===== src/rtl/orr_cfg.svh =====
// Constants for the option/return/rotate execution block
`ifndef ORR_CFG_SVH
`define ORR_CFG_SVH

`define ORR_OP_OPTION     12'h002
`define ORR_RET_HI        4'h8
`define ORR_ROT_HI        4'h3
`define ORR_ROT_LEFT_SEL  2'b01
`define ORR_ROT_RIGHT_SEL 2'b00
`define ORR_DEST_BIT      5
`define ORR_FADDR_MSB     4
`define ORR_RET_CYCLES    2
`define ORR_W_RST         8'h00
`define ORR_OPT_RST       8'hFF
`define ORR_C_RST         1'b0

`endif


===== src/rtl/orr_pkg.sv =====
// Types shared by the execution block
`default_nettype none
package orr_pkg;
  typedef enum logic [2:0] {
    ORR_OP_NONE  = 3'b000,
    ORR_OP_OPT   = 3'b001,
    ORR_OP_RET   = 3'b010,
    ORR_OP_ROTL  = 3'b011,
    ORR_OP_ROTR  = 3'b100
  } orr_op_e;

  typedef enum logic [0:0] {
    ORR_ST_RUN   = 1'b0,
    ORR_ST_FLUSH = 1'b1
  } orr_state_e;
endpackage : orr_pkg
`default_nettype wire

===== src/rtl/orr_dec_if.sv =====
// Decoded instruction fields passed from decoder to executor
`default_nettype none
interface orr_dec_if;
  import orr_pkg::*;
  orr_op_e    op;
  logic       dest_file;
  logic [4:0] faddr;
  logic [7:0] literal;

  modport dec (output op, output dest_file, output faddr, output literal);
  modport exe (input op, input dest_file, input faddr, input literal);
endinterface : orr_dec_if
`default_nettype wire


===== src/rtl/orr_decode.sv =====
// Instruction word decoder for the four handled opcodes
`include "orr_cfg.svh"
`default_nettype none
module orr_decode
  import orr_pkg::*;
(
  // Instruction word
  input  wire logic [11:0] instr_in,
  // Decoded fields
  orr_dec_if.dec           dec
);
  wire is_opt  = (instr_in == `ORR_OP_OPTION);
  wire is_ret  = (instr_in[11:8] == `ORR_RET_HI);
  wire is_rot  = (instr_in[11:8] == `ORR_ROT_HI);
  wire is_rotl = is_rot && (instr_in[7:6] == `ORR_ROT_LEFT_SEL);
  wire is_rotr = is_rot && (instr_in[7:6] == `ORR_ROT_RIGHT_SEL);

  assign dec.op        = is_opt  ? ORR_OP_OPT  :
                         is_ret  ? ORR_OP_RET  :
                         is_rotl ? ORR_OP_ROTL :
                         is_rotr ? ORR_OP_ROTR : ORR_OP_NONE;
  assign dec.dest_file = instr_in[`ORR_DEST_BIT];
  assign dec.faddr     = instr_in[`ORR_FADDR_MSB:0];
  assign dec.literal   = instr_in[7:0];
endmodule : orr_decode
`default_nettype wire


===== src/rtl/orr_exec.sv =====
// Execution of option-load, return_with_literal, rotate_left_carry and rotate_right_carry
// Contract
// - Option-load copies W to option, flags kept
// - Return loads low-byte literal into W, flags kept
// - Return pops stack, PC takes stack_top
// - Return takes two instruction cycles
// - Rotate left through carry, carry only flag
// - Rotate left: d selects W or file
// - Rotate right through carry, carry only flag
// - Rotate right: d selects W or file
`include "orr_cfg.svh"
`default_nettype none
module orr_exec
  import orr_pkg::*;
#(
  parameter int PC_W = 9
) (
  // Clock and reset
  input  wire logic            mclk_in,
  input  wire logic            rstn_in,
  // Instruction issue
  input  wire logic            instr_valid_in,
  input  wire logic [11:0]     instr_in,
  // Return stack
  input  wire logic [PC_W-1:0] stack_top_in,
  output logic                 stack_pop_out,
  // Program counter reload
  output logic                 pc_load_out,
  output logic [PC_W-1:0]      pc_value_out,
  output logic                 busy_out,
  // File register port
  output logic [4:0]           file_addr_out,
  input  wire logic [7:0]      file_rdata_in,
  output logic                 file_we_out,
  output logic [7:0]           file_wdata_out,
  // Architectural state
  output logic [7:0]           w_out,
  output logic [7:0]           option_out,
  output logic                 carry_out
);
  ////////////////////////////////////////////////////////////////////////
  orr_dec_if dec_bus ();

  orr_decode u_dec (
    .instr_in (instr_in),
    .dec      (dec_bus)
  );

  ////////////////////////////////////////////////////////////////////////
  orr_state_e state_ff;
  orr_state_e nxt_state;
  logic [7:0]      w_ff;
  logic [7:0]      option_ff;
  logic            carry_ff;
  logic            pc_load_ff;
  logic [PC_W-1:0] pc_value_ff;
  logic            file_we_ff;
  logic [7:0]      file_wdata_ff;
  logic [4:0]      file_addr_ff;

  // Second cycle of a return is a flush slot; no issue accepted
  wire accept  = instr_valid_in && (state_ff == ORR_ST_RUN);
  wire do_opt  = accept && (dec_bus.op == ORR_OP_OPT);
  wire do_ret  = accept && (dec_bus.op == ORR_OP_RET);
  wire do_rotl = accept && (dec_bus.op == ORR_OP_ROTL);
  wire do_rotr = accept && (dec_bus.op == ORR_OP_ROTR);
  wire do_rot  = do_rotl || do_rotr;

  // Rotate through carry, one slice per bit
  // Both directions are formed every cycle; do_rotl picks one
  wire [7:0] rotl_val;
  wire [7:0] rotr_val;

  for (genvar gi = 0; gi < 8; gi++) begin : g_rot
    if (gi == 0) begin : g_lsb
      // Old carry fills the vacated low bit on a left rotate
      assign rotl_val[gi] = carry_ff;
      assign rotr_val[gi] = file_rdata_in[gi+1];
    end else if (gi == 7) begin : g_msb
      // Old carry fills the vacated high bit on a right rotate
      assign rotl_val[gi] = file_rdata_in[gi-1];
      assign rotr_val[gi] = carry_ff;
    end else begin : g_mid
      // Interior bits take their neighbour
      assign rotl_val[gi] = file_rdata_in[gi-1];
      assign rotr_val[gi] = file_rdata_in[gi+1];
    end
  end : g_rot

  // Bit pushed out of the far end becomes the new carry
  wire [7:0] rot_val = do_rotl ? rotl_val : rotr_val;
  wire       rot_cy  = do_rotl ? file_rdata_in[7] : file_rdata_in[0];

  // Destination bit: clear sends the result to W, set to the file
  wire       to_file = dec_bus.dest_file;
  wire       to_w    = !dec_bus.dest_file;

  ////////////////////////////////////////////////////////////////////////
  // Next values; no flag but carry is ever written here
  wire [7:0]      nxt_w          = do_ret ? dec_bus.literal :
                                   (do_rot && to_w) ? rot_val : w_ff;
  wire [7:0]      nxt_option     = do_opt ? w_ff : option_ff;
  wire            nxt_carry      = do_rot ? rot_cy : carry_ff;
  // Pulses and the payloads captured with them
  wire            nxt_pc_load    = do_ret;
  wire [PC_W-1:0] nxt_pc_value   = do_ret ? stack_top_in : pc_value_ff;
  wire            nxt_fwe        = do_rot && to_file;
  wire [7:0]      nxt_file_wdata = do_rot ? rot_val : file_wdata_ff;
  wire [4:0]      nxt_file_addr  = do_rot ? dec_bus.faddr : file_addr_ff;

  // A return holds issue off for one flush cycle
  always_comb begin
    unique case (state_ff)
      ORR_ST_RUN:   nxt_state = do_ret ? ORR_ST_FLUSH : ORR_ST_RUN;
      ORR_ST_FLUSH: nxt_state = ORR_ST_RUN;
    endcase
  end

  ////////////////////////////////////////////////////////////////////////
  // Sequencer state
  always_ff @(posedge mclk_in or negedge rstn_in) begin
    if (!rstn_in) begin
      state_ff <= ORR_ST_RUN;
    end else begin
      state_ff <= nxt_state;
    end
  end

  // Working register
  always_ff @(posedge mclk_in or negedge rstn_in) begin
    if (!rstn_in) begin
      w_ff <= `ORR_W_RST;
    end else begin
      w_ff <= nxt_w;
    end
  end

  // Option register
  always_ff @(posedge mclk_in or negedge rstn_in) begin
    if (!rstn_in) begin
      option_ff <= `ORR_OPT_RST;
    end else begin
      option_ff <= nxt_option;
    end
  end

  // Carry flag
  always_ff @(posedge mclk_in or negedge rstn_in) begin
    if (!rstn_in) begin
      carry_ff <= `ORR_C_RST;
    end else begin
      carry_ff <= nxt_carry;
    end
  end

  ////////////////////////////////////////////////////////////////////////
  // Program counter reload, one cycle after the return issues
  always_ff @(posedge mclk_in or negedge rstn_in) begin
    if (!rstn_in) begin
      pc_load_ff <= 1'b0;
    end else begin
      pc_load_ff <= nxt_pc_load;
    end
  end

  // Return address captured at the issue edge
  always_ff @(posedge mclk_in or negedge rstn_in) begin
    if (!rstn_in) begin
      pc_value_ff <= '0;
    end else begin
      pc_value_ff <= nxt_pc_value;
    end
  end

  ////////////////////////////////////////////////////////////////////////
  // Delayed file write, one cycle after the rotate issues
  always_ff @(posedge mclk_in or negedge rstn_in) begin
    if (!rstn_in) begin
      file_we_ff <= 1'b0;
    end else begin
      file_we_ff <= nxt_fwe;
    end
  end

  // Write data held until the next rotate
  always_ff @(posedge mclk_in or negedge rstn_in) begin
    if (!rstn_in) begin
      file_wdata_ff <= 8'h00;
    end else begin
      file_wdata_ff <= nxt_file_wdata;
    end
  end

  // Write address held until the next rotate
  always_ff @(posedge mclk_in or negedge rstn_in) begin
    if (!rstn_in) begin
      file_addr_ff <= 5'h00;
    end else begin
      file_addr_ff <= nxt_file_addr;
    end
  end

  ////////////////////////////////////////////////////////////////////////
  // Return stack and program counter
  assign stack_pop_out  = do_ret;
  assign pc_load_out    = pc_load_ff;
  assign pc_value_out   = pc_value_ff;
  assign busy_out       = (state_ff == ORR_ST_FLUSH);

  // File port; a pending write owns the address, so a dependent
  // rotate must be issued one cycle later to read the new value
  assign file_addr_out  = file_we_ff ? file_addr_ff : dec_bus.faddr;
  assign file_we_out    = file_we_ff;
  assign file_wdata_out = file_wdata_ff;

  // Architectural state
  assign w_out          = w_ff;
  assign option_out     = option_ff;
  assign carry_out      = carry_ff;
endmodule : orr_exec
`default_nettype wire


===== config.mk =====
export PLATFORM = sky130hd
export DESIGN_NAME = orr_exec
export DESIGN_NICKNAME = d
export VERILOG_FILES = /design/src/rtl/orr_pkg.sv /design/src/rtl/orr_dec_if.sv /design/src/rtl/orr_decode.sv /design/src/rtl/orr_exec.sv
export VERILOG_INCLUDE_DIRS = /design/src /design/src/rtl
export SDC_FILE = /design/constraint.sdc
export NUM_CORES = 1
export LEC_CHECK = 0
export ABC_AREA = 1
export BUFFER_PORTS_ARGS = -buffer_cell sky130_fd_sc_hd__buf_2
export CORE_ASPECT_RATIO = 1.2
export CORE_UTILIZATION = 45
export CTS_CLUSTER_DIAMETER = 200
export CTS_CLUSTER_SIZE = 25
export DETAILED_ROUTE_END_ITERATION = 10
export HOLD_SLACK_MARGIN = 0.03
export PLACE_DENSITY = 0.76
export SETUP_SLACK_MARGIN = 0.02
export SLEW_MARGIN = 30
export SYNTH_ARGS = -nofsm -noshare
export SYNTH_HDL_FRONTEND = slang
export SYNTH_HIERARCHICAL = 1
export SYNTH_SLANG_ARGS = --single-unit

===== constraint.sdc =====
create_clock -name mclk_in -period 1.8 [get_ports mclk_in]
set_input_delay 0.36 -clock mclk_in [delete_from_list [all_inputs] [get_ports mclk_in]]
set_output_delay 0.36 -clock mclk_in [all_outputs]
set_load 0.05 [all_outputs]

==> run_summary.xml, run 1 <==
<?xml version="1.0" encoding="UTF-8"?>
<metrics>
  <group name="status">
    <metric name="status" unit="">finished clean</metric>
  </group>
  <group name="detailed_routing">
    <metric name="detailroute.via_count" unit="">1975</metric>
    <metric name="drt_wl_total" unit="mm">4.801</metric>
    <metric name="detail_route.vias_per_cell" unit="">4.725</metric>
    <metric name="route.detailed.wl_per_inst" unit="um">11.49</metric>
    <metric name="route.antenna.remaining_nets" unit="">0</metric>
    <metric name="route.detailed.drc" unit="">0</metric>
    <metric name="drt_iter0_drc" unit="">125</metric>
    <metric name="drt_pass1_iterations" unit="">4</metric>
  </group>
  <group name="cells_and_area">
    <metric name="nFillCells" unit="">415</metric>
    <metric name="nNetsFinal" unit="">391</metric>
    <metric name="area_growth" unit="%">28.89</metric>
    <metric name="antenna_diode_count" unit="">0</metric>
    <metric name="layout-drive-gt1-share" unit="">0.3583</metric>
  </group>
  <group name="clock_tree">
    <metric name="clock_tree.root_cell" unit="">sky130_fd_sc_hd__clkbuf_8</metric>
    <metric name="tritoncts.num_buffers" unit="">5</metric>
    <metric name="cts-htree-levels" unit="">2</metric>
    <metric name="postCtsSetupBuffers" unit="">0</metric>
    <metric name="clk-insertion-delay-late" unit="ps">290</metric>
    <metric name="numClockSinks" unit="">42</metric>
    <metric name="tritoncts" unit="">done</metric>
    <metric name="clkSlewWorstSetupHoldPaths" unit="ps">80</metric>
    <metric name="max-clock-path-buffers" unit="">2</metric>
  </group>
  <group name="grt">
    <metric name="pin_count_of_the_biggest_net_entering_global_routing" unit="">29</metric>
    <metric name="grt_overflow" unit="">0</metric>
    <metric name="vias_in_the_first_global_route" unit="">1885</metric>
    <metric name="global_route.usage.total" unit="">0.2053</metric>
    <metric name="grt_pass1_wl" unit="mm">8.107</metric>
    <metric name="number_of_antenna_violations_at_the_first_check_in_global_routing" unit="">0</metric>
  </group>
  <group name="placement">
    <metric name="io_buffer_count" unit="">74</metric>
    <metric name="place.detailed.hpwl" unit="mm">3.732</metric>
    <metric name="gp_congestion" unit="">0.8541</metric>
  </group>
  <group name="synthesis">
    <metric name="synth_common_cells" unit="">sky130_fd_sc_hd__nand2_1 (98), sky130_fd_sc_hd__dfrtp_1 (34), sky130_fd_sc_hd__inv_1 (30)</metric>
    <metric name="postSynth.asyncResetShare" unit="">1.000</metric>
    <metric name="yosys-top-cells-area" unit="">sky130_fd_sc_hd__dfrtp_1 (39%), sky130_fd_sc_hd__nand2_1 (17%), sky130_fd_sc_hd__dfstp_2 (9.5%)</metric>
    <metric name="synth-edff-count" unit="">0</metric>
    <metric name="synthMostInstantiatedCell" unit="">sky130_fd_sc_hd__nand2_1</metric>
    <metric name="synth_compound_gate_area_share" unit="">0.07094</metric>
    <metric name="synth_xor_xnor_area_share" unit="">0</metric>
    <metric name="multiplexer_area_fraction_after_synthesis" unit="">0</metric>
    <metric name="postSynthRegisterBits" unit="">42</metric>
    <metric name="synth.cell_area" unit="sq um">2205</metric>
    <metric name="synth_fp_nets" unit="">315</metric>
    <metric name="synthesis.yosys.warnings" unit="">6</metric>
    <metric name="largest_family_of_logic_cells_by_synthesized_area" unit="">simple AND/OR/NAND/NOR gates</metric>
    <metric name="synth.distinct_cells" unit="">22</metric>
    <metric name="synth-simple-area-share" unit="">0.3116</metric>
    <metric name="netlist.area_leader.share" unit="">0.3859</metric>
    <metric name="proportion_of_synthesized_chip_area_in_sequential_cells" unit="">0.4813</metric>
    <metric name="post_synth_fa_ha_maj_area_fraction" unit="">0</metric>
    <metric name="netlist.top_cell.by_area" unit="">sky130_fd_sc_hd__dfrtp_1</metric>
    <metric name="syn_avg_cell_area" unit="sq um">7.790</metric>
    <metric name="postSynth.topFlopCell" unit="">sky130_fd_sc_hd__dfrtp_1</metric>
    <metric name="netlist_instances" unit="">283</metric>
  </group>
  <group name="worst_setup_path">
    <metric name="cp_max_stage_delay" unit="ps">500</metric>
    <metric name="critPathBufInv" unit="">2</metric>
    <metric name="cp.required" unit="ps">1440</metric>
    <metric name="crit-reg2reg-capture" unit="">w_out[7]$_DFFE_PN0P_</metric>
    <metric name="cp_startpoint" unit="">file_we_out$_DFF_PN0_</metric>
    <metric name="worst-path-stages" unit="">3</metric>
    <metric name="timing.reg2reg.worst_path_depth" unit="">7</metric>
    <metric name="cp_data_arrival_time" unit="ps">1350</metric>
    <metric name="ff2ff_setup_slack" unit="ps">480</metric>
    <metric name="setup.worst_path.end" unit="">file_addr_out[0]</metric>
    <metric name="crit_path_cell_trace" unit="">buf_4 &gt; a21oi_4 &gt; buf_2</metric>
    <metric name="timing.rr.start" unit="">busy_out$_DFF_PN0_</metric>
    <metric name="type_of_the_setup_path_with_the_least_slack" unit="">register to primary output</metric>
    <metric name="critical_path.startpoint_type" unit="">register</metric>
    <metric name="critPathMaxFanout" unit="">9</metric>
    <metric name="worst_path_max_delay_cell" unit="">sky130_fd_sc_hd__dfrtp_2</metric>
    <metric name="largest_delay_share_family_worst_path" unit="">flip-flops</metric>
    <metric name="end_kind" unit="">primary output</metric>
  </group>
  <group name="sta">
    <metric name="maxSlewViolCount" unit="">0</metric>
    <metric name="max_clock_freq" unit="GHz">0.5832</metric>
    <metric name="setup_viol" unit="">0</metric>
    <metric name="final.period_utilization" unit="">0.9527</metric>
    <metric name="slew_of_the_pin_with_the_lowest_slew_margin" unit="ps">442.9</metric>
    <metric name="final.min_clock_period" unit="ps">1715</metric>
    <metric name="final_hold_viol_count" unit="">0</metric>
    <metric name="grt_setup_unrepaired" unit="">false</metric>
    <metric name="clock-skew-final" unit="ps">12.85</metric>
    <metric name="final.setup.tns" unit="ps">0</metric>
    <metric name="timing.max_slew.rel_slack" unit="">0.7047</metric>
  </group>
  <group name="pwr">
    <metric name="power.ir.vdd_worst" unit="uV">539.8</metric>
    <metric name="p_per_area" unit="nW/um^2">1106</metric>
    <metric name="post-layout-total-power" unit="W">0.003144</metric>
    <metric name="cellLeakagePower" unit="nW">1.596</metric>
  </group>
  <group name="min_path">
    <metric name="min_path_type" unit="">input port to register</metric>
  </group>
  <group name="die">
    <metric name="die_area" unit="sq um">5184</metric>
    <metric name="die-height" unit="um">78.68</metric>
    <metric name="initial_utilization" unit="">0.4729</metric>
    <metric name="core.rowCount" unit="">27</metric>
    <metric name="core_region_area" unit="sq um">4662</metric>
    <metric name="boundaryPins" unit="">75</metric>
    <metric name="die_outline_width" unit="um">65.90</metric>
  </group>
  <group name="job">
    <metric name="cap_viol_max_count" unit="">0</metric>
  </group>
</metrics>
-- power breakdown --
| part | total [W] | internal, W | switching [W] |
|---|---|---|---|
| logic | 0.00114 | 0.000272 | 0.000866 |
| registers | 0.00124 | 0.00114 | 0.0000978 |
| clock network | 0.000769 | 0.000452 | 0.000316 |
-- kinds of logic (layout without fill, tap and decap cells) --
kind of cell,count (synthesis),count (layout)
AOI/OAI and AO/OA,30,30
buffers and inverters,54,131
DFF,42,42
and+or+nand+nor,157,157
-- final cells by class --
type                       count  area [sq um]  area share
clock buffer                   7         86.33     0.03038
clock inverter                 1         30.03     0.01057
tap                           58         72.57     0.02554
inverter                      31         118.9     0.04183
timing repair buffer          92         580.6      0.2043
multi-input combinational    187         890.9      0.3135
sequential                    42          1062      0.3738
-- flip-flops by register name (all words and copies together) (netlist names), 5 cells and up --
register / cells
file_wdata_out: 8
option_out: 8
file_addr_ff: 5
w_out: 8
pc_value_out: 9
-- timing repair --
item / CTS / global route
hold buffers: 1 / 0
hold endpoints to repair: 17 / 0
setup endpoints to repair: 4 / 1
pin swaps: 0 / 1
resized for setup: 3 / 6
-- tightest hold or removal path: stages --
cell,delay [ps]
sky130_fd_sc_hd__buf_2,70
sky130_fd_sc_hd__nand2_1,40
sky130_fd_sc_hd__nand2_1,40
-- placed cells by master (no fill, tap or decap), drive strengths merged, types with 7 or more instances in the layout --
master	instances
a21oi	14
buf	91
clkbuf	7
dfrtp	34
dfstp	8
inv	31
nand2	104
nand3	26
nor2	25
o21ai	15
-- worst min-delay path by stage --
stage	start	end	depth (start not counted)
final	stack_top_in[0]	pc_value_out[0]$_DFFE_PN0P_	3
after global routing	stack_top_in[4]	pc_value_out[4]$_DFFE_PN0P_	3
after CTS	stack_top_in[5]	pc_value_out[5]$_DFFE_PN0P_	3
after detailed placement	rstn_in	file_addr_ff[2]$_DFFE_PN0P_	1
after global placement	rstn_in	file_addr_ff[2]$_DFFE_PN0P_	1
after floorplan	rstn_in	busy_out$_DFF_PN0_	0
-- layer usage --
layer	track usage	vias up	part of all wire	wire (um)
met1	0.2379	898	0.44	2104
met4	0.07391	0	0.016	75
met3	0.04651	8	0.043	206
met5	0	-	0	0
met2	0.3612	51	0.50	2414
li1	-	1018	-	-
-- through the flow --
stage / area, sq um / std cells / hold WS, ps / util / setup WS (ps)
after global routing: 2841 / 418 / 256.4 / 0.6095 / 27.54
after CTS: 2820 / 418 / 246.7 / 0.6049 / 9.733
final: 2841 / 418 / 250.3 / 0.6095 / 85.19
after detailed placement: 2688 / 409 / 324.1 / 0.5765 / -80.42
after floorplan: 2240 / 283 / 64.41 / - / -55.52
after global placement: 2688 / 409 / 321.3 / 0.5765 / -28.84
Power figures use the tool's default switching activity.
==> run 2, diff against run 1 <==
ABC_AREA = unset   (was 1)
==> run 2 against run 1 <==
The flow now finishes with violations (setup timing). Global-route usage is 4.1 points higher. Setup slack worse by 360 ps. Clock skew shrank 3.0 ps. Routed wire length grew 40%. Highest routed layer unchanged.
==> run_summary.xml, run 2 <==
<?xml version="1.0" encoding="UTF-8"?>
<metrics>
  <group name="status">
    <metric name="status" unit="">finished with violations</metric>
    <metric name="failing_checks" unit="">setup timing</metric>
  </group>
  <group name="clock_tree">
    <metric name="clock_tree.root_cell" unit="">sky130_fd_sc_hd__clkbuf_8</metric>
    <metric name="clk-insertion-delay-late" unit="ps">300</metric>
    <metric name="cts-htree-levels" unit="">2</metric>
    <metric name="clkSlewWorstSetupHoldPaths" unit="ps">80</metric>
    <metric name="numClockSinks" unit="">42</metric>
    <metric name="tritoncts.num_buffers" unit="">5</metric>
    <metric name="tritoncts" unit="">done</metric>
    <metric name="max-clock-path-buffers" unit="">2</metric>
  </group>
  <group name="pwr">
    <metric name="cellLeakagePower" unit="nW">1.599</metric>
    <metric name="switching_fraction" unit="">0.4121</metric>
    <metric name="clock_power_share" unit="">0.224</metric>
    <metric name="power.ir.vdd_worst" unit="uV">897.4</metric>
    <metric name="share_comb_of_total_power" unit="">0.389</metric>
    <metric name="p_per_area" unit="nW/um^2">933.2</metric>
    <metric name="internal_power" unit="W">0.001943</metric>
    <metric name="power_switching" unit="W">0.001362</metric>
    <metric name="share_seq_of_total_power" unit="">0.387</metric>
  </group>
  <group name="synthesis">
    <metric name="netlist_instances" unit="">199</metric>
    <metric name="netlist.top_cell.by_area" unit="">sky130_fd_sc_hd__dfrtp_1</metric>
    <metric name="synth_common_cells" unit="">sky130_fd_sc_hd__dfrtp_1 (34), sky130_fd_sc_hd__nand2_1 (31), sky130_fd_sc_hd__buf_4 (16)</metric>
    <metric name="proportion_of_synthesized_chip_area_in_sequential_cells" unit="">0.4862</metric>
    <metric name="yosys-top-cells-area" unit="">sky130_fd_sc_hd__dfrtp_1 (39%), sky130_fd_sc_hd__dfstp_2 (9.6%), sky130_fd_sc_hd__mux2_2 (7.7%)</metric>
    <metric name="synthMostInstantiatedCell" unit="">sky130_fd_sc_hd__dfrtp_1</metric>
    <metric name="netlist.area_leader.share" unit="">0.3899</metric>
    <metric name="postSynthRegisterBits" unit="">42</metric>
    <metric name="post_synth_fa_ha_maj_area_fraction" unit="">0</metric>
    <metric name="synth-simple-area-share" unit="">0.1634</metric>
    <metric name="synth_xor_xnor_area_share" unit="">0</metric>
    <metric name="largest_family_of_logic_cells_by_synthesized_area" unit="">simple AND/OR/NAND/NOR gates</metric>
    <metric name="multiplexer_area_fraction_after_synthesis" unit="">0.1342</metric>
    <metric name="synth.distinct_cells" unit="">34</metric>
    <metric name="synth.cell_area" unit="sq um">2182</metric>
    <metric name="synth_compound_gate_area_share" unit="">0.1204</metric>
    <metric name="postSynth.asyncResetShare" unit="">1.000</metric>
    <metric name="postSynth.topFlopCell" unit="">sky130_fd_sc_hd__dfrtp_1</metric>
    <metric name="synth-edff-count" unit="">0</metric>
    <metric name="synth_fp_nets" unit="">231</metric>
    <metric name="syn_avg_cell_area" unit="sq um">10.97</metric>
    <metric name="synthesis.yosys.warnings" unit="">6</metric>
  </group>
  <group name="grt">
    <metric name="number_of_antenna_violations_at_the_first_check_in_global_routing" unit="">0</metric>
    <metric name="pin_count_of_the_biggest_net_entering_global_routing" unit="">23</metric>
    <metric name="vias_in_the_first_global_route" unit="">1855</metric>
    <metric name="grt_pass1_wl" unit="mm">9.149</metric>
    <metric name="grt_overflow" unit="">0</metric>
    <metric name="global_route.usage.total" unit="">0.2461</metric>
  </group>
  <group name="cells_and_area">
    <metric name="layout-drive-gt1-share" unit="">0.7267</metric>
    <metric name="layout_commonest_cell" unit="">sky130_fd_sc_hd__buf_2</metric>
    <metric name="finish.utilization" unit="">0.7653</metric>
    <metric name="antenna_diode_count" unit="">0</metric>
    <metric name="area_growth" unit="%">62.33</metric>
    <metric name="commonest_non_fill_non_tap_cells_in_the_layout" unit="">sky130_fd_sc_hd__buf_2 (68), sky130_fd_sc_hd__dfrtp_1 (34), sky130_fd_sc_hd__buf_4 (23), sky130_fd_sc_hd__nand2_1 (21), sky130_fd_sc_hd__mux2_4 (13)</metric>
    <metric name="largest_register_ffs" unit="">9</metric>
    <metric name="nNetsFinal" unit="">331</metric>
  </group>
  <group name="job">
    <metric name="cap_viol_max_count" unit="">0</metric>
  </group>
  <group name="detailed_routing">
    <metric name="route.detailed.drc" unit="">0</metric>
    <metric name="route.detailed.wl_per_inst" unit="um">18.75</metric>
    <metric name="drt_pass1_iterations" unit="">4</metric>
    <metric name="drt_wl_total" unit="mm">6.714</metric>
    <metric name="drt_iter0_drc" unit="">83</metric>
    <metric name="route.antenna.remaining_nets" unit="">0</metric>
    <metric name="detailroute.via_count" unit="">1965</metric>
    <metric name="detail_route.vias_per_cell" unit="">5.489</metric>
  </group>
  <group name="worst_setup_path">
    <metric name="timing.reg2reg.worst_path_depth" unit="">7</metric>
    <metric name="critical_path.startpoint_type" unit="">input port</metric>
    <metric name="end_kind" unit="">primary output</metric>
    <metric name="cp_data_arrival_time" unit="ps">1710</metric>
    <metric name="type_of_the_setup_path_with_the_least_slack" unit="">input port to primary output</metric>
    <metric name="cp.required" unit="ps">1440</metric>
    <metric name="critPathMaxFanout" unit="">2</metric>
  </group>
  <group name="die">
    <metric name="initial_utilization" unit="">0.4715</metric>
    <metric name="die_area" unit="sq um">5133</metric>
    <metric name="core.rowCount" unit="">27</metric>
    <metric name="die-height" unit="um">78.28</metric>
    <metric name="die_outline_width" unit="um">65.57</metric>
    <metric name="core_region_area" unit="sq um">4628</metric>
    <metric name="boundaryPins" unit="">75</metric>
  </group>
  <group name="sta">
    <metric name="maxSlewViolCount" unit="">0</metric>
    <metric name="final.min_clock_period" unit="ps">2071</metric>
    <metric name="layout_setup_ws" unit="ps">-271.3</metric>
    <metric name="final.period_utilization" unit="">1.151</metric>
    <metric name="max_clock_freq" unit="GHz">0.4828</metric>
    <metric name="timing.max_slew.rel_slack" unit="">0.6773</metric>
    <metric name="final.setup.tns" unit="ps">-5426</metric>
    <metric name="slew_of_the_pin_with_the_lowest_slew_margin" unit="ps">484.1</metric>
    <metric name="grt_setup_unrepaired" unit="">true</metric>
    <metric name="clock-skew-final" unit="ps">9.842</metric>
    <metric name="final_hold_viol_count" unit="">0</metric>
    <metric name="setup_viol" unit="">34</metric>
  </group>
  <group name="placement">
    <metric name="place.detailed.hpwl" unit="mm">3.815</metric>
    <metric name="gp_congestion" unit="">0.8191</metric>
    <metric name="io_buffer_count" unit="">74</metric>
  </group>
  <group name="min_path">
    <metric name="min_path_type" unit="">input port to register</metric>
    <metric name="min_path_cells" unit="">3</metric>
  </group>
</metrics>
[run 2: logic make-up after synthesis]
kind of cell	count (synthesis)
flops	42
buf+inv	26
mux	27
compound gates	37
simple gates	67
[run 2: metal layers]
metal,global-route usage,share of wire,vias to the layer above
met1,0.2947,0.40,967
li1,-,-,899
met3,0.05378,0.041,20
met2,0.4062,0.51,79
met5,0,0,-
met4,0.1326,0.043,0
[run 2: worst paths after layout]
kind	from	to	slack, ps
setup / recovery	instr_in[6]	stack_pop_out	-270
hold / removal	stack_top_in[4]	pc_value_out[4]$_DFFE_PN0P_	260
setup reg to reg	busy_out$_DFF_PN0_	w_out[6]$_DFFE_PN0P_	-10
hold reg to reg	pc_value_out[3]$_DFFE_PN0P_	pc_value_out[3]$_DFFE_PN0P_	490
max in group asynchronous	rstn_in	file_wdata_out[7]$_DFFE_PN0P_	690
min in group asynchronous	rstn_in	w_out[0]$_DFFE_PN0P_	550
[run 2: through the flow]
step	hold slack (ps)	worst slack, ps	instance area [sq um]	cells	power (W)
floorplan	64.41	-272.2	2283	199	0.002030
global placement	346.5	-472.2	2770	335	0.002303
detailed placement	345.3	-553.5	2770	335	0.002326
CTS	254.6	-335.5	3278	356	0.003148
global route	262.3	-300.8	3542	358	0.003425
finish	258.9	-271.3	3542	358	0.003306
[run 2: cell type report]
class	count	area (sq um)
well taps	58	72.57
clock buffers	6	72.57
repair buffers	116	905.9
flip-flops and latches	42	1061
multi-input cells	132	1373
inverters	2	20.02
clock inverters	2	37.54
fillers	267	1086
[run 2: critical path, cell delays in order]
cell	delay, ps
sky130_fd_sc_hd__buf_8	80
sky130_fd_sc_hd__nand3_4	70
sky130_fd_sc_hd__or3_4	350
sky130_fd_sc_hd__a21oi_4	180
sky130_fd_sc_hd__nand3b_4	90
sky130_fd_sc_hd__or3_4	380
sky130_fd_sc_hd__inv_8	70
sky130_fd_sc_hd__buf_12	120
[run 2: power groups by stage]
stage | Sequential, W | Clock, W | Combinational, W
after global placement | 0.00123 | 0 | 0.00107
after CTS | 0.00123 | 0.000749 | 0.00117
after detailed placement | 0.00124 | 0 | 0.00109
after global routing | 0.00129 | 0.000790 | 0.00134
after floorplan | 0.00177 | 0 | 0.000256
final | 0.00128 | 0.000741 | 0.00129
[run 2: what timing repair did]
item	in CTS	in global routing
endpoints found under the hold margin	12	0
endpoints found under the setup margin	31	42
buffers inserted	11	2
cloned	1	3
pin swaps	10	21
gates resized for setup	60	64
hold buffers	1	0
==> run 3, diff against run 2 <==
MAX_ROUTING_LAYER = met4   (was unset)
==> run 3 against run 2 <==
The run still ends with setup timing left. Clock skew hardly changed. Largest cell class unchanged. Register-to-register slack better by 50 ps. Non-clock buffer count is the same. Critical path type is now input port to register. Count of clock-buffer cells in the layout is the same. Highest routed layer unchanged. Routed wire length up 3.0%. Flip-flop and latch count is the same.
==> run_summary.xml, run 3 (same netlist as run 2, synthesis figures left out) <==
<?xml version="1.0" encoding="UTF-8"?>
<metrics>
  <group name="detailed_routing">
    <metric name="route.antenna.remaining_nets" unit="">0</metric>
    <metric name="met2WireLength" unit="mm">3.594</metric>
    <metric name="uppermost_routed_layer" unit="">met4</metric>
    <metric name="drt_pass1_iterations" unit="">4</metric>
    <metric name="detailroute.via_count" unit="">1987</metric>
    <metric name="route.detailed.drc" unit="">0</metric>
    <metric name="detail_route.vias_per_cell" unit="">5.550</metric>
    <metric name="routed_wl_met3" unit="um">319</metric>
    <metric name="route.detailed.wl_per_inst" unit="um">19.31</metric>
    <metric name="drt_iter0_drc" unit="">69</metric>
    <metric name="drt_wl_total" unit="mm">6.914</metric>
    <metric name="drt-met1-wl" unit="mm">2.771</metric>
  </group>
  <group name="sta">
    <metric name="final_hold_viol_count" unit="">0</metric>
    <metric name="grt_setup_unrepaired" unit="">true</metric>
    <metric name="setup_viol" unit="">42</metric>
    <metric name="maxSlewViolCount" unit="">0</metric>
    <metric name="slew_of_the_pin_with_the_lowest_slew_margin" unit="ps">492.7</metric>
    <metric name="clock-skew-final" unit="ps">9.458</metric>
    <metric name="final.period_utilization" unit="">1.163</metric>
    <metric name="timing.max_slew.rel_slack" unit="">0.6715</metric>
    <metric name="max_clock_freq" unit="GHz">0.4778</metric>
    <metric name="layout_setup_ws" unit="ps">-292.8</metric>
    <metric name="final.min_clock_period" unit="ps">2093</metric>
  </group>
  <group name="min_path">
    <metric name="min_path_cells" unit="">3</metric>
    <metric name="holdCritStartpoint" unit="">stack_top_in[2]</metric>
    <metric name="min_to" unit="">pc_value_out[2]$_DFFE_PN0P_</metric>
    <metric name="min_path_type" unit="">input port to register</metric>
  </group>
  <group name="die">
    <metric name="boundaryPins" unit="">75</metric>
    <metric name="die-height" unit="um">78.28</metric>
    <metric name="initial_utilization" unit="">0.4715</metric>
    <metric name="die_outline_width" unit="um">65.57</metric>
    <metric name="core.rowCount" unit="">27</metric>
    <metric name="core_region_area" unit="sq um">4628</metric>
    <metric name="die_area" unit="sq um">5133</metric>
  </group>
  <group name="clock_tree">
    <metric name="tritoncts" unit="">done</metric>
    <metric name="numClockSinks" unit="">42</metric>
    <metric name="tritoncts.num_buffers" unit="">5</metric>
    <metric name="max-clock-path-buffers" unit="">2</metric>
    <metric name="clock_tree.root_cell" unit="">sky130_fd_sc_hd__clkbuf_8</metric>
    <metric name="clk-insertion-delay-late" unit="ps">300</metric>
    <metric name="cts-htree-levels" unit="">2</metric>
    <metric name="clkSlewWorstSetupHoldPaths" unit="ps">80</metric>
  </group>
  <group name="worst_setup_path">
    <metric name="crit-reg2reg-capture" unit="">w_out[5]$_DFFE_PN0P_</metric>
    <metric name="critical_path.startpoint_type" unit="">input port</metric>
    <metric name="end_kind" unit="">register</metric>
    <metric name="type_of_the_setup_path_with_the_least_slack" unit="">input port to register</metric>
    <metric name="ff2ff_setup_slack" unit="ps">40</metric>
    <metric name="cp.required" unit="ps">1980</metric>
    <metric name="timing.reg2reg.worst_path_depth" unit="">7</metric>
    <metric name="critPathMaxFanout" unit="">8</metric>
    <metric name="timing.rr.start" unit="">busy_out$_DFF_PN0_</metric>
    <metric name="cp_data_arrival_time" unit="ps">2270</metric>
  </group>
  <group name="status">
    <metric name="failing_checks" unit="">setup timing</metric>
    <metric name="status" unit="">finished with violations</metric>
  </group>
  <group name="grt">
    <metric name="pin_count_of_the_biggest_net_entering_global_routing" unit="">23</metric>
    <metric name="number_of_antenna_violations_at_the_first_check_in_global_routing" unit="">0</metric>
    <metric name="global_route.usage.total" unit="">0.2526</metric>
    <metric name="vias_in_the_first_global_route" unit="">1852</metric>
    <metric name="grt_overflow" unit="">0</metric>
    <metric name="grt_pass1_wl" unit="mm">9.156</metric>
  </group>
  <group name="cells_and_area">
    <metric name="layout-drive-gt1-share" unit="">0.7267</metric>
    <metric name="nFillCells" unit="">284</metric>
    <metric name="antenna_diode_count" unit="">0</metric>
    <metric name="fin_cells" unit="">358</metric>
    <metric name="register_area" unit="sq um">1061</metric>
    <metric name="nNetsFinal" unit="">331</metric>
    <metric name="commonest_non_fill_non_tap_cells_in_the_layout" unit="">sky130_fd_sc_hd__buf_2 (68), sky130_fd_sc_hd__dfrtp_1 (34), sky130_fd_sc_hd__buf_4 (23), sky130_fd_sc_hd__nand2_1 (21), sky130_fd_sc_hd__mux2_4 (13)</metric>
    <metric name="area_growth" unit="%">61.87</metric>
    <metric name="area_of_the_multi_input_gates" unit="sq um">1368</metric>
    <metric name="largest_register_ffs" unit="">9</metric>
    <metric name="layout_commonest_cell" unit="">sky130_fd_sc_hd__buf_2</metric>
  </group>
  <group name="pwr">
    <metric name="internal_power" unit="W">0.001940</metric>
    <metric name="power.ir.vdd_worst" unit="uV">898.0</metric>
    <metric name="p_per_area" unit="nW/um^2">933.3</metric>
    <metric name="cellLeakagePower" unit="nW">1.596</metric>
    <metric name="switching_fraction" unit="">0.4114</metric>
    <metric name="clock_power_share" unit="">0.224</metric>
    <metric name="share_comb_of_total_power" unit="">0.389</metric>
    <metric name="power_switching" unit="W">0.001356</metric>
    <metric name="share_seq_of_total_power" unit="">0.387</metric>
  </group>
  <group name="placement">
    <metric name="io_buffer_count" unit="">74</metric>
    <metric name="placed_cells_incl_taps" unit="">335</metric>
    <metric name="gp_congestion" unit="">0.8313</metric>
    <metric name="pre_cts_ws" unit="ps">-553.5</metric>
    <metric name="place.detailed.hpwl" unit="mm">3.815</metric>
  </group>
  <group name="job">
    <metric name="cap_viol_max_count" unit="">0</metric>
  </group>
</metrics>
## run 3: cell counts in the layout (fill, tap and decap cells not counted)
No cell type changed its count.
## run 3: timing repair
| action | CTS | global route |
|---|---|---|
| pin swaps | 10 | 20 |
| endpoints found under the setup margin | 31 | 42 |
| gates cloned | 1 | 3 |
| buffers inserted | 11 | 2 |
| endpoints found under the hold margin | 12 | 0 |
| gates resized for setup | 60 | 62 |
| hold buffers | 1 | 0 |
## run 3: power by group through the flow
stage                     logic, W  clock network, W  registers [W]
after detailed placement   0.00109                 0        0.00124
after floorplan           0.000256                 0        0.00177
after global routing       0.00134          0.000790        0.00129
after CTS                  0.00117          0.000749        0.00123
final                      0.00128          0.000740        0.00128
after global placement     0.00107                 0        0.00123
## run 3: worst max-delay path by stage
stage	from	to	cells after the start
2_1_floorplan	instr_in[11]	file_addr_ff[1]$_DFFE_PN0P_	6
3_3_place_gp	instr_in[6]	stack_pop_out	9
3_5_place_dp	instr_in[6]	w_out[4]$_DFFE_PN0P_	10
4_1_cts	instr_in[6]	stack_pop_out	9
5_1_grt	instr_in[11]	w_out[7]$_DFFE_PN0P_	9
6_report	instr_in[11]	file_addr_ff[3]$_DFFE_PN0P_	8
## run 3: worst max-delay path, stage by stage
cell,delay (ps)
sky130_fd_sc_hd__buf_6,100
sky130_fd_sc_hd__buf_6,100
sky130_fd_sc_hd__or3_4,400
sky130_fd_sc_hd__nor3_4,190
sky130_fd_sc_hd__or3b_4,460
sky130_fd_sc_hd__a21oi_4,180
sky130_fd_sc_hd__buf_12,170
sky130_fd_sc_hd__mux2_4,310
## run 3: final cells by class
class,count,area share
tap,58,0.02055
timing repair buffer,116,0.2550
clock inverter,2,0.01063
clock buffer,6,0.02055
multi-input combinational,132,0.3872
sequential,42,0.3004
inverter,2,0.005668
## run 3: stage by stage
| stage | setup TNS, ps | power [W] | utilization | area, sq um | hold WS (ps) |
|---|---|---|---|---|---|
| after CTS | -6411 | 0.003148 | 0.7083 | 3278 | 254.6 |
| after detailed placement | -16980 | 0.002326 | 0.5985 | 2770 | 345.3 |
| after global placement | -14610 | 0.002303 | 0.5985 | 2770 | 346.5 |
| final | -6621 | 0.003297 | 0.7632 | 3532 | 258.6 |
| after floorplan | -4719 | 0.002030 | - | 2283 | 64.41 |
| after global routing | -7791 | 0.003417 | 0.7632 | 3532 | 261.6 |
## run 3: per-layer routing
| metal | GRT usage | vias to the layer above |
|---|---|---|
| met1 | 0.2976 | 980 |
| met2 | 0.4082 | 82 |
| li1 | - | 903 |
| met4 | 0.1326 | 0 |
| met3 | 0.04506 | 22 |
| met5 | - | - |
